## src/verilog/spio_pkg.sv

```systemverilog
// spio_pkg: register map, bit positions, reset values and probe selector
// codes for the spare pin and signal probe block.
// assumes: every design file refers to these names as spio_pkg::name.
package spio_pkg;

  // ---------------------------------------------------------------
  // bus and pin widths
  // ---------------------------------------------------------------
  localparam int ADDR_W = 8; // register address width
  localparam int DATA_W = 8; // register data width
  localparam int PIN_N = 8; // multiplexed spare pins
  localparam int SEL_W = 4; // probe selector width

  // ---------------------------------------------------------------
  // register offsets
  // ---------------------------------------------------------------
  localparam logic [ADDR_W-1:0] OFS_PIN_OUTPUT_ENABLES = 8'h44;
  localparam logic [ADDR_W-1:0] OFS_PIN_OUTPUT_VALUES = 8'h45;
  localparam logic [ADDR_W-1:0] OFS_PIN_INPUT_LEVELS = 8'h46;
  localparam logic [ADDR_W-1:0] OFS_PROBE_OUTPUT_CONTROL = 8'h47;

  // ---------------------------------------------------------------
  // reset values
  // ---------------------------------------------------------------
  localparam logic [DATA_W-1:0] RST_PIN_OUTPUT_ENABLES = 8'h00;
  localparam logic [DATA_W-1:0] RST_PIN_OUTPUT_VALUES = 8'h00;
  localparam logic [DATA_W-1:0] RST_PROBE_OUTPUT_CONTROL = 8'h00;
  localparam logic [PIN_N-1:0] RST_PIN_OE_N = 8'hFF; // all drivers off
  localparam logic [PIN_N-1:0] RST_PIN_OUT = 8'h00;
  localparam logic [DATA_W-1:0] RD_ZERO = 8'h00; // idle / unmapped read

  // ---------------------------------------------------------------
  // pin bit order, shared by enables, values and input levels
  // ---------------------------------------------------------------
  localparam int BIT_SIG_INPUT = 7; // signal_input_pin
  localparam int BIT_CLOCK = 6; // clock_output_pin
  localparam int BIT_IFACE_B = 5; // interface_select_pin_b
  localparam int BIT_IFACE_A = 4; // interface_select_pin_a
  localparam int BIT_TCK = 3; // scan clock pin
  localparam int BIT_TDO = 0; // scan data out pin
  localparam logic [PIN_N-1:0] SCAN_PIN_MASK = 8'h0F; // tck, tms, tdi, tdo
  localparam logic [PIN_N-1:0] CLOCK_PIN_MASK = 8'h40;

  // ---------------------------------------------------------------
  // probe_output_control fields
  // ---------------------------------------------------------------
  localparam int BIT_FAST_PAD = 7; // fast_pad_switching
  localparam int SEL_HI = 3; // probe_selector msb
  localparam int SEL_LO = 0; // probe_selector lsb
  localparam logic [DATA_W-1:0] PROBE_CTRL_WMASK = 8'h8F; // bits 6..4 reserved

  // ---------------------------------------------------------------
  // probe selector codes
  // ---------------------------------------------------------------
  localparam logic [SEL_W-1:0] SEL_TRI_A = 4'h0;
  localparam logic [SEL_W-1:0] SEL_TRI_B = 4'h1;
  localparam logic [SEL_W-1:0] SEL_LOW = 4'h2;
  localparam logic [SEL_W-1:0] SEL_HIGH = 4'h3;
  localparam logic [SEL_W-1:0] SEL_TX_ENVELOPE = 4'h4;
  localparam logic [SEL_W-1:0] SEL_TX_ACTIVE = 4'h5;
  localparam logic [SEL_W-1:0] SEL_GENERIC = 4'h6;
  localparam logic [SEL_W-1:0] SEL_RX_ENVELOPE = 4'h7;
  localparam logic [SEL_W-1:0] SEL_RX_ACTIVE = 4'h8;
  localparam logic [SEL_W-1:0] SEL_RX_BIT = 4'h9;

endpackage

```

## src/verilog/spio_sync.sv

```systemverilog
// spio_sync: two flip-flop synchroniser for a bus of pin levels.
// assumes: each bit is an independent level from outside the clock domain;
// multi-bit coherence is not needed because every pin stands on its own.
`timescale 1ns/100ps
module spio_sync #(
  parameter int WIDTH = spio_pkg::PIN_N
) (
  input wire logic clk,
  input wire logic arst_n,
  input wire logic ce,
  input wire logic [WIDTH-1:0] d,
  output logic [WIDTH-1:0] q
);

  // ---------------------------------------------------------------
  // stage one is read only by stage two, never by any other logic
  // ---------------------------------------------------------------
  logic [WIDTH-1:0] meta; // first stage, may go metastable

  // both stages freeze with the clock enable like all other state
  always_ff @(posedge clk or negedge arst_n) begin
    if (!arst_n) begin
      meta <= '0;
      q <= '0;
    end else if (ce) begin
      meta <= d;
      q <= meta;
    end
  end

endmodule

```

## src/verilog/spio_probe_mux.sv

```systemverilog
// spio_probe_mux: drives the probe output pin from the probe selector.
// assumes: the debug signals come from logic on the same clock, so they
// are taken without synchronisation; pin output and enable are registered.
`timescale 1ns/100ps
module spio_probe_mux (
  input wire logic clk,
  input wire logic arst_n,
  input wire logic ce,
  input wire logic [spio_pkg::SEL_W-1:0] sel,
  input wire logic tx_envelope,
  input wire logic tx_active,
  input wire logic generic_internal_signal,
  input wire logic rx_envelope,
  input wire logic rx_active,
  input wire logic rx_bit,
  output logic probe_output_pin_out,
  output logic probe_output_pin_oe_n
);

  // ---------------------------------------------------------------
  // selector decode
  // ---------------------------------------------------------------
  logic next_out; // value to drive
  logic next_oe_n; // low while driving

  // every code that is not listed leaves the pin floating
  always_comb begin
    next_out = 1'b0;
    next_oe_n = 1'b0;
    unique case (sel)
      spio_pkg::SEL_TRI_A, spio_pkg::SEL_TRI_B: next_oe_n = 1'b1;
      spio_pkg::SEL_LOW: next_out = 1'b0;
      spio_pkg::SEL_HIGH: next_out = 1'b1;
      spio_pkg::SEL_TX_ENVELOPE: next_out = tx_envelope;
      spio_pkg::SEL_TX_ACTIVE: next_out = tx_active;
      spio_pkg::SEL_GENERIC: next_out = generic_internal_signal;
      // only meaningful for type A at 106 kBd; routed regardless
      spio_pkg::SEL_RX_ENVELOPE: next_out = rx_envelope;
      spio_pkg::SEL_RX_ACTIVE: next_out = rx_active;
      spio_pkg::SEL_RX_BIT: next_out = rx_bit;
      default: next_oe_n = 1'b1; // undefined codes float the pin
    endcase
  end

  // ---------------------------------------------------------------
  // pin register: one cycle latency, no glitches on the pad
  // ---------------------------------------------------------------
  always_ff @(posedge clk or negedge arst_n) begin
    if (!arst_n) begin
      probe_output_pin_out <= 1'b0;
      probe_output_pin_oe_n <= 1'b1;
    end else if (ce) begin
      probe_output_pin_out <= next_out;
      probe_output_pin_oe_n <= next_oe_n;
    end
  end

  // ---------------------------------------------------------------
  // checks
  // ---------------------------------------------------------------
  property p_probe_float;
    @(posedge clk) disable iff (!arst_n)
    ce && (sel <= spio_pkg::SEL_TRI_B || sel > spio_pkg::SEL_RX_BIT) |=> probe_output_pin_oe_n;
  endproperty
  a_probe_float: assert property (p_probe_float)
    else $error("probe pin driven for a floating selector code");

  property p_probe_const;
    @(posedge clk) disable iff (!arst_n)
    ce && (sel == spio_pkg::SEL_LOW || sel == spio_pkg::SEL_HIGH)
      |=> !probe_output_pin_oe_n && probe_output_pin_out == $past(sel[0]);
  endproperty
  a_probe_const: assert property (p_probe_const)
    else $error("probe pin constant level wrong");

  property p_probe_tx;
    @(posedge clk) disable iff (!arst_n)
    ce && sel == spio_pkg::SEL_TX_ACTIVE |=> !probe_output_pin_oe_n && probe_output_pin_out == $past(tx_active);
  endproperty
  a_probe_tx: assert property (p_probe_tx)
    else $error("probe pin does not follow transmit-active");

  property p_probe_rx;
    @(posedge clk) disable iff (!arst_n)
    ce && sel == spio_pkg::SEL_RX_BIT |=> !probe_output_pin_oe_n && probe_output_pin_out == $past(rx_bit);
  endproperty
  a_probe_rx: assert property (p_probe_rx)
    else $error("probe pin does not follow received bit stream");

endmodule

```

## src/verilog/spio_top.sv

```systemverilog
// spio_top: spare pin general-purpose control and signal probe output.
// assumes: one 20 MHz clock, asynchronous active-low reset, a simple
// register port whose strobes are one cycle long, and pads outside that
// resolve each pin from its output and active-low output enable.
//
// Added by the designer: strobed register access.
`timescale 1ns/100ps
module spio_top #(
  parameter int ADDR_W = spio_pkg::ADDR_W
) (
  input wire logic clk,
  input wire logic arst_n,
  input wire logic ce,
  // register port
  input wire logic [ADDR_W-1:0] reg_addr,
  input wire logic [spio_pkg::DATA_W-1:0] reg_wdata,
  input wire logic reg_we,
  input wire logic reg_re,
  output logic [spio_pkg::DATA_W-1:0] reg_rdata,
  // configuration and dedicated functions
  input wire logic boundary_scan_active,
  input wire logic clk_out_func,
  // the eight spare pins, bit order as the enable register
  input wire logic [spio_pkg::PIN_N-1:0] pin_in,
  output logic [spio_pkg::PIN_N-1:0] pin_out,
  output logic [spio_pkg::PIN_N-1:0] pin_oe_n,
  // internal debug signals for the probe
  input wire logic tx_envelope,
  input wire logic tx_active,
  input wire logic generic_internal_signal,
  input wire logic rx_envelope,
  input wire logic rx_active,
  input wire logic rx_bit,
  // probe pin and pad speed
  output logic probe_output_pin_out,
  output logic probe_output_pin_oe_n,
  output logic fast_pad_switching
);

  // ---------------------------------------------------------------
  // helpers
  // ---------------------------------------------------------------
  // address match, shared by write decode, read decode and checks
  function automatic logic reg_hit(input logic [ADDR_W-1:0] addr, input logic [ADDR_W-1:0] ofs);
    reg_hit = (addr == ofs);
  endfunction

  // ---------------------------------------------------------------
  // storage
  // ---------------------------------------------------------------
  logic [spio_pkg::DATA_W-1:0] pin_output_enables; // one driver enable per pin
  logic [spio_pkg::DATA_W-1:0] pin_output_values; // one output level per pin
  logic [spio_pkg::DATA_W-1:0] probe_output_control; // speed and selector
  logic [spio_pkg::PIN_N-1:0] pin_input_levels; // synchronised pin levels
  logic [spio_pkg::PIN_N-1:0] drive_en; // effective driver enables
  logic [spio_pkg::PIN_N-1:0] next_pin_out; // pin levels for next edge
  logic [spio_pkg::PIN_N-1:0] next_pin_oe_n; // pin enables for next edge
  logic [spio_pkg::DATA_W-1:0] next_reg_rdata; // read mux result

  // ---------------------------------------------------------------
  // register writes
  // ---------------------------------------------------------------
  // enable register: all eight bits read/write
  always_ff @(posedge clk or negedge arst_n) begin
    if (!arst_n) begin
      pin_output_enables <= spio_pkg::RST_PIN_OUTPUT_ENABLES;
    end else if (ce && reg_we && reg_hit(reg_addr, spio_pkg::OFS_PIN_OUTPUT_ENABLES)) begin
      pin_output_enables <= reg_wdata;
    end
  end

  // output value register: stored even for pins whose driver is off
  always_ff @(posedge clk or negedge arst_n) begin
    if (!arst_n) begin
      pin_output_values <= spio_pkg::RST_PIN_OUTPUT_VALUES;
    end else if (ce && reg_we && reg_hit(reg_addr, spio_pkg::OFS_PIN_OUTPUT_VALUES)) begin
      pin_output_values <= reg_wdata;
    end
  end

  // probe control: reserved bits are never stored, so they read as zero
  always_ff @(posedge clk or negedge arst_n) begin
    if (!arst_n) begin
      probe_output_control <= spio_pkg::RST_PROBE_OUTPUT_CONTROL;
    end else if (ce && reg_we && reg_hit(reg_addr, spio_pkg::OFS_PROBE_OUTPUT_CONTROL)) begin
      probe_output_control <= reg_wdata & spio_pkg::PROBE_CTRL_WMASK;
    end
  end

  // ---------------------------------------------------------------
  // register reads
  // ---------------------------------------------------------------
  // the input level register ignores writes; unmapped addresses read zero
  always_comb begin
    next_reg_rdata = spio_pkg::RD_ZERO;
    if (reg_re) begin
      if (reg_hit(reg_addr, spio_pkg::OFS_PIN_OUTPUT_ENABLES)) begin
        next_reg_rdata = pin_output_enables;
      end else if (reg_hit(reg_addr, spio_pkg::OFS_PIN_OUTPUT_VALUES)) begin
        next_reg_rdata = pin_output_values;
      end else if (reg_hit(reg_addr, spio_pkg::OFS_PIN_INPUT_LEVELS)) begin
        next_reg_rdata = pin_input_levels;
      end else if (reg_hit(reg_addr, spio_pkg::OFS_PROBE_OUTPUT_CONTROL)) begin
        next_reg_rdata = probe_output_control;
      end
    end
  end

  // read data stand for exactly the cycle after the strobe, zero otherwise
  always_ff @(posedge clk or negedge arst_n) begin
    if (!arst_n) begin
      reg_rdata <= spio_pkg::RD_ZERO;
    end else if (ce) begin
      reg_rdata <= next_reg_rdata;
    end
  end

  // ---------------------------------------------------------------
  // pin input path
  // ---------------------------------------------------------------
  // pad levels are asynchronous, so two flops before anything reads them
  spio_sync #(
    .WIDTH(spio_pkg::PIN_N)
  ) u_sync (
    .clk(clk),
    .arst_n(arst_n),
    .ce(ce),
    .d(pin_in),
    .q(pin_input_levels)
  );

  // ---------------------------------------------------------------
  // pin output path
  // ---------------------------------------------------------------
  // scan pins belong to the scan port while boundary scan is active,
  // so their enable bits are masked off then
  always_comb begin
    drive_en = pin_output_enables;
    if (boundary_scan_active) begin
      drive_en = pin_output_enables & ~spio_pkg::SCAN_PIN_MASK;
    end
  end

  // values always come from the value register; the clock pin alone
  // carries its dedicated clock while its enable bit is clear
  always_comb begin
    next_pin_out = pin_output_values;
    next_pin_oe_n = ~drive_en;
    if (!pin_output_enables[spio_pkg::BIT_CLOCK]) begin
      next_pin_out[spio_pkg::BIT_CLOCK] = clk_out_func;
      next_pin_oe_n[spio_pkg::BIT_CLOCK] = 1'b0;
    end
  end

  // registered pad drive; note the clock pin's dedicated clock is
  // retimed here, so it lags clk_out_func by one cycle
  always_ff @(posedge clk or negedge arst_n) begin
    if (!arst_n) begin
      pin_out <= spio_pkg::RST_PIN_OUT;
      pin_oe_n <= spio_pkg::RST_PIN_OE_N;
    end else if (ce) begin
      pin_out <= next_pin_out;
      pin_oe_n <= next_pin_oe_n;
    end
  end

  // ---------------------------------------------------------------
  // pad speed
  // ---------------------------------------------------------------
  // fast pads raise peak supply current when many pins switch at once
  always_ff @(posedge clk or negedge arst_n) begin
    if (!arst_n) begin
      fast_pad_switching <= 1'b0;
    end else if (ce) begin
      fast_pad_switching <= probe_output_control[spio_pkg::BIT_FAST_PAD];
    end
  end

  // ---------------------------------------------------------------
  // probe output
  // ---------------------------------------------------------------
  spio_probe_mux u_probe (
    .clk(clk),
    .arst_n(arst_n),
    .ce(ce),
    .sel(probe_output_control[spio_pkg::SEL_HI:spio_pkg::SEL_LO]),
    .tx_envelope(tx_envelope),
    .tx_active(tx_active),
    .generic_internal_signal(generic_internal_signal),
    .rx_envelope(rx_envelope),
    .rx_active(rx_active),
    .rx_bit(rx_bit),
    .probe_output_pin_out(probe_output_pin_out),
    .probe_output_pin_oe_n(probe_output_pin_oe_n)
  );

  // ---------------------------------------------------------------
  // checks
  // ---------------------------------------------------------------
  property p_sig_input_drive;
    @(posedge clk) disable iff (!arst_n)
    ce |=> pin_oe_n[spio_pkg::BIT_SIG_INPUT] == !$past(pin_output_enables[spio_pkg::BIT_SIG_INPUT]);
  endproperty
  a_sig_input_drive: assert property (p_sig_input_drive)
    else $error("signal input pin driver does not follow its enable");

  property p_clock_pin_gpio;
    @(posedge clk) disable iff (!arst_n)
    ce && pin_output_enables[spio_pkg::BIT_CLOCK]
      |=> !pin_oe_n[spio_pkg::BIT_CLOCK] && pin_out[spio_pkg::BIT_CLOCK] == $past(pin_output_values[spio_pkg::BIT_CLOCK]);
  endproperty
  a_clock_pin_gpio: assert property (p_clock_pin_gpio)
    else $error("clock pin not driven from the value register");

  // the pad flops still load reset values on the release edge, so that edge starts no attempt
  property p_clock_pin_func;
    @(posedge clk) disable iff (!arst_n)
    arst_n && ce && !pin_output_enables[spio_pkg::BIT_CLOCK]
      |=> !pin_oe_n[spio_pkg::BIT_CLOCK] && pin_out[spio_pkg::BIT_CLOCK] == $past(clk_out_func);
  endproperty
  a_clock_pin_func: assert property (p_clock_pin_func)
    else $error("clock pin lost its dedicated clock");

  property p_iface_drive;
    @(posedge clk) disable iff (!arst_n)
    ce |=> pin_oe_n[spio_pkg::BIT_IFACE_B:spio_pkg::BIT_IFACE_A]
      == ~$past(pin_output_enables[spio_pkg::BIT_IFACE_B:spio_pkg::BIT_IFACE_A]);
  endproperty
  a_iface_drive: assert property (p_iface_drive)
    else $error("interface select drivers do not follow their enables");

  property p_scan_locked;
    @(posedge clk) disable iff (!arst_n)
    ce && boundary_scan_active |=> &pin_oe_n[spio_pkg::BIT_TCK:spio_pkg::BIT_TDO];
  endproperty
  a_scan_locked: assert property (p_scan_locked)
    else $error("scan pin driven while boundary scan is active");

  property p_scan_free;
    @(posedge clk) disable iff (!arst_n)
    ce && !boundary_scan_active
      |=> pin_oe_n[spio_pkg::BIT_TCK:spio_pkg::BIT_TDO] == ~$past(pin_output_enables[spio_pkg::BIT_TCK:spio_pkg::BIT_TDO]);
  endproperty
  a_scan_free: assert property (p_scan_free)
    else $error("scan pin driver does not follow its enable");

  property p_out_value;
    @(posedge clk) disable iff (!arst_n)
    ce |=> (pin_out & ~spio_pkg::CLOCK_PIN_MASK) == ($past(pin_output_values) & ~spio_pkg::CLOCK_PIN_MASK);
  endproperty
  a_out_value: assert property (p_out_value)
    else $error("pin output differs from the value register");

  property p_input_read;
    @(posedge clk) disable iff (!arst_n)
    ce && reg_re && reg_hit(reg_addr, spio_pkg::OFS_PIN_INPUT_LEVELS) |=> reg_rdata == $past(pin_input_levels);
  endproperty
  a_input_read: assert property (p_input_read)
    else $error("input level read returned wrong data");

  property p_fast_pad;
    @(posedge clk) disable iff (!arst_n)
    ce |=> fast_pad_switching == $past(probe_output_control[spio_pkg::BIT_FAST_PAD]);
  endproperty
  a_fast_pad: assert property (p_fast_pad)
    else $error("pad speed output does not follow its control bit");

  property p_reserved_zero;
    @(posedge clk) disable iff (!arst_n)
    ce && reg_re && reg_hit(reg_addr, spio_pkg::OFS_PROBE_OUTPUT_CONTROL)
      |=> reg_rdata == ($past(probe_output_control) & spio_pkg::PROBE_CTRL_WMASK);
  endproperty
  a_reserved_zero: assert property (p_reserved_zero)
    else $error("reserved probe control bits read as non-zero");

  property p_enable_rw;
    @(posedge clk) disable iff (!arst_n)
    ce && reg_we && reg_hit(reg_addr, spio_pkg::OFS_PIN_OUTPUT_ENABLES)
      ##1 ce && reg_re && reg_hit(reg_addr, spio_pkg::OFS_PIN_OUTPUT_ENABLES)
      |=> reg_rdata == $past(reg_wdata, 2);
  endproperty
  a_enable_rw: assert property (p_enable_rw)
    else $error("enable register read back differs from write");

endmodule

```

## config.mk

```make
export PLATFORM = sky130hd
export DESIGN_NAME = spio_top
export DESIGN_NICKNAME = d
export VERILOG_FILES = /design/src/verilog/spio_pkg.sv /design/src/verilog/spio_sync.sv /design/src/verilog/spio_probe_mux.sv /design/src/verilog/spio_top.sv
export SDC_FILE = /design/constraint.sdc
export NUM_CORES = 1
export LEC_CHECK = 0
export ABC_AREA = 1
export BUFFER_PORTS_ARGS = -buffer_cell sky130_fd_sc_hd__buf_2
export CORE_MARGIN = 2
export CORE_UTILIZATION = 39
export CTS_CLUSTER_DIAMETER = 100
export CTS_CLUSTER_SIZE = 8
export DETAILED_ROUTE_END_ITERATION = 8
export HOLD_SLACK_MARGIN = 0.05
export SLEW_MARGIN = 20
export SYNTH_ARGS = -nofsm -noshare
export SYNTH_HDL_FRONTEND = slang
export SYNTH_SLANG_ARGS = --single-unit
```

## constraint.sdc

```tcl
create_clock -name clk -period 1.75 [get_ports clk]
set_clock_uncertainty 0.1 [all_clocks]
set_input_delay 0.2625 -clock clk [delete_from_list [all_inputs] [get_ports clk]]
set_output_delay 0.2625 -clock clk [all_outputs]
set_load 0.02 [all_outputs]
```

* After elaboration in Yosys (flattened, before gate mapping)
Cells that the tools add are included.
** Operators by class
- Equality and inequality tests :: 12
- Muxes and demuxes :: 10
- Bitwise gates (word level) :: 1
- Reductions and logical operators :: 5
** Operators with widths (number)
- two-way mux 8 bit :: 5
- == test 8 x 7 -> 1 bit, second input constant :: 4
- == test 4 x 3 -> 1 bit, second input constant :: 4
- == test 4 x 2 -> 1 bit, second input constant :: 2
- == test 4 bit, second input constant :: 2
- NOT 8 bit :: 1
- OR reduction 8 bit :: 1
- one-hot mux 1 bit (7 select lines) :: 1
- logical AND 1 bit :: 4
- two-way mux 4 bit :: 1
- two-way mux 1 bit :: 3
** Word-level totals
- Flip-flop bits (word level) :: 64
- Logic and storage cells :: 39

* Depth between registers and ports, before layout
- Depth in word-level cells :: 6
- Gate-level depth with buffers :: 10

* Hierarchy
A second synthesis with hierarchy kept.
** Second synthesis, totals
- Cells, all modules :: 372
- Area total of the unflattened synthesis :: 3067.9 µm²
** By module, submodules not included
- spio_top :: instances 1, cells an instance 267, area each 2198.4 µm², seq. area each 1161.1 µm²
- spio_sync :: instances 1, cells an instance 68, area each 676.9 µm², seq. area each 400.4 µm²
- spio_probe_mux :: instances 1, cells an instance 37, area each 192.7 µm², seq. area each 51.3 µm²

* Least setup slack after synthesis
No wires, ideal clock.
- Path type :: register to register
- From :: register probe_output_control[0] (netlist name)
- To :: register u_probe.probe_output_pin_out
- Setup time :: 117 ps
- Data arrival time :: 968 ps
- Required time :: 1533 ps
- Slack :: 565 ps
- Cell stages (with the launch flop) :: 6
- Buffers on the path :: 0
- Cell sequence :: dfrtp_1 > or2_2 > o211ai_1 > nand3_1 > nand3_1 > nand2_1
** On the way
- Longest elaborated chain between the ends :: 2
- Elaborated cells between the ends (all ways) :: 8
- Classes of those cells :: eq/ne: 7; mux: 1
** RTL lines
- start: declaration :: line spio_top.sv:53 : logic [spio_pkg::DATA_W-1:0] probe_output_control;
- start signal: assignment :: line spio_top.sv:84 : probe_output_control <= spio_pkg::RST_PROBE_OUTPUT_CONTROL;
- start signal: assignment :: line spio_top.sv:86 : probe_output_control <= reg_wdata & spio_pkg::PROBE_CTRL_WMASK;
- == test 4 bit (tied with other cells) :: line spio_probe_mux.sv:30 : unique case (sel)
- one-hot mux 1 bit (7 select lines) (*) :: line spio_probe_mux.sv:30
- end signal: assignment :: line spio_probe_mux.sv:53 : probe_output_pin_out <= next_out;
- end: declaration :: line spio_probe_mux.sv:16 : output logic probe_output_pin_out,
Every way passes the cells marked *; elsewhere a longest branch is shown, timed or not.
A chain may end at the register's enable or synchronous reset.

* Worst setup path after layout
- From :: register pin_oe_n[4] (netlist name)
- To :: output pin_oe_n[4] (netlist name)
** RTL lines
- start: declaration :: line spio_top.sv:26 : output logic [spio_pkg::PIN_N-1:0] pin_oe_n,
- start signal: assignment :: line spio_top.sv:160 : pin_oe_n <= spio_pkg::RST_PIN_OE_N;
- start signal: assignment :: line spio_top.sv:163 : pin_oe_n <= next_pin_oe_n;
No word-level cell between the ends.

==> results.json <==
{
  "status": "finished, final reports clean",
  "maxCapViolations": 0,
  "crit_family": "flip-flops",
  "r2r_cells": 5,
  "path_clk_slew_ns": 0.06,
  "setup_violations": 0,
  "crit_chain": "buf_2",
  "dpl.hpwl_mm": 4.96,
  "grt_start_max_net_pins": 65,
  "yosysUniqueCellTypes": 26,
  "ant_nets": 0,
  "layout.nets": 471,
  "diodes": 0,
  "final_common_cell": "nand2_1",
  "required_ns": 1.39,
  "netlist_top_cells_area": "dfrtp_1, nand2_1, dfstp_2",
  "wl_met1_mm": 3.20,
  "grt_pass1_wl_mm": 11.6,
  "syn_inst": 356,
  "rr_startpoint": "probe_output_control[0]",
  "yosysWarnings": 0,
  "rsz0062_at_grt": "false",
  "crit_cells": 1,
  "die_w_um": 91.3,
  "cts_setup_buffers": 0,
  "cp_max_fo": 2,
  "timing.final.crit_share_pct": 79.5,
  "io_buffers": 63,
  "r2r_setup_slack_ns": 0.48,
  "drt-pass1-iter-count": 4,
  "grt.total_usage_pct": 17.7,
  "final_cell_mix": "nand2_1, buf_2, dfrtp_1",
  "met2_length_mm": 3.23,
  "placementRows": 31,
  "total_leakage_power_nw": 2.06,
  "crit_type": "reg2out",
  "cp-start-kind": "flip-flop",
  "root_buffer": "clkbuf_8",
  "overflow": 0,
  "cts_buffer_depth": 2,
  "worstMarginPinSlew_ns": 0.344,
  "h-tree-depth": 3,
  "ir_drop_mv": 0.517,
  "fin_tns_setup_ns": 0,
  "num_io_pins": 64,
  "crit_slowest_cell": "dfstp_2",
  "cts_tree": "done",
  "core_sq_um": 7330,
  "via_per_inst": 4.82,
  "cp-end-kind": "output pin",
  "layout_min_cycle_time_ns": 1.39,
  "clock.fmax_mhz": 719,
  "drc": 0,
  "worstReg2RegEnd": "u_probe.probe_output_pin_out",
  "wl_per_cell_um": 12.9,
  "yosysTopAreaCell": "dfrtp_1",
  "ys_ff_latch": 64,
  "drt_wl_total_mm": 6.90,
  "clock_sinks": 64,
  "antenna_found_initial": 0,
  "drv_slew": 0,
  "syn_area_sq_um": 2980,
  "synth_top_cell_area_share_pct": 46.3,
  "ctsResizeCount": 0,
  "synth_fp_nets": 393,
  "drt_iter0_drc": 130,
  "crit_start": "pin_oe_n[4]",
  "first_global_vias": 2435,
  "relSlewSlack_pct": 77.1,
  "wl_met3_um": 358,
  "syn_to_final_growth_pct": 23.0,
  "drive_gt1_share_pct": 25.6,
  "avgSynthCellArea_sq_um": 8.36,
  "finalPower_mw": 2.98,
  "p_per_area_nw_per_um2": 815,
  "numCtsBuffers": 9,
  "start_util_pct": 40.6,
  "seq_area_frac_synth_pct": 54.2,
  "critPathMaxStageDelay_ns": 0.53,
  "critPathArrivalTime_ns": 1.03,
  "top_layer_used": "met4",
  "dieHeight_um": 91.3,
  "cp-endpoint": "pin_oe_n[4]",
  "gp_congestion": 0.855,
  "path_buf_inv": 1,
  "clk_latency_ns": 0.34,
  "min_path_type": "in2reg",
  "hold_viol": 0,
  "vias": 2591,
  "die_area_sq_um": 8340
}
==> sequential cells by signal, indices dropped and copies added, names as in the netlist <==
name / count
pin_output_enables: 8
u_probe.probe_output_pin_out: 1
u_sync.meta: 8
u_probe.probe_output_pin_oe_n: 1
pin_out: 8
pin_oe_n: 8
probe_output_control: 5
fast_pad_switching: 1
reg_rdata: 8
pin_output_values: 8
u_sync.q: 8
==> where the power goes <==
group          total [mW]  switching, mW  internal, mW
clock                1.06          0.518         0.545
combinational       0.312          0.198         0.115
sequential           1.61         0.0479          1.56
total                2.98          0.763          2.22
==> cells in the mapped netlist (all sizes together) <==
library cell,count
nand3,28
clkinv,1
clkbuf,2
a21oi,4
or2,4
o2111ai,5
o21ai,33
dfrtp,55
nand2,159
dfstp,9
nor2,17
inv,26
buf,10
o211ai,3
==> final cells by class <==
type	count	area (sq um)
Inverter	27	101
Clock inverter	1	5.00
Fill cell	735	3670
Multi-Input combinational cell	253	1190
Clock buffer	14	153
Timing Repair Buffer	79	473
Sequential cell	64	1610
Tap cell	99	124
==> cells by family (layout without fill, tap and decap cells) <==
kind of cell	Yosys count	count (layout)	synth area share, %
DFF	64	64	54.2
AOI/OAI and AO/OA	45	45	8.45
buffers and inverters	39	121	5.76
and+or+nand+nor	208	208	31.6
==> worst min-delay path: stages <==
cell	delay (ns)
buf_2	0.10
nand2_1	0.05
nand2_1	0.05
==> through the flow <==
step | cell area (sq um) | setup slack (ns) | hold WS, ns | util (%) | instances
global placement | 3400 | 0.278 | 0.204 | 46.4 | 512
global route | 3660 | 0.320 | 0.0712 | 49.9 | 537
finish | 3660 | 0.359 | 0.0631 | 49.9 | 537
floorplan | 2980 | 0.565 | -0.133 | - | 356
CTS | 3660 | 0.347 | 0.0554 | 49.9 | 537
detailed placement | 3400 | 0.239 | 0.204 | 46.4 | 512
==> routing by layer <==
metal / vias to the layer above / track usage (%)
li1: 1291 / -
met1: 1214 / 23.2
met2: 75 / 28.6
met3: 11 / 4.32
met4: 0 / 6.57
met5: - / 0
==> worst min path at each step <==
| stage | slack (ns) | endpoint | startpoint | cells after the start |
|---|---|---|---|---|
| 2_1_floorplan | -0.13 | fast_pad_switching | arst_n | 0 |
| 4_1_cts | 0.06 | pin_output_values[4] | reg_wdata[4] | 3 |
| 3_5_place_dp | 0.20 | u_probe.probe_output_pin_out | arst_n | 2 |
| 6_report | 0.06 | pin_output_values[4] | reg_wdata[4] | 3 |
| 3_3_place_gp | 0.20 | u_probe.probe_output_pin_out | arst_n | 2 |
| 5_1_grt | 0.07 | pin_output_enables[4] | reg_wdata[4] | 3 |
==> repair_timing <==
item	4_1_cts	5_1_grt
setup endpoints to repair	0	0
endpoints found under the hold margin	64	0
hold buffers	10	0
(Power assumes the default switching activity.)
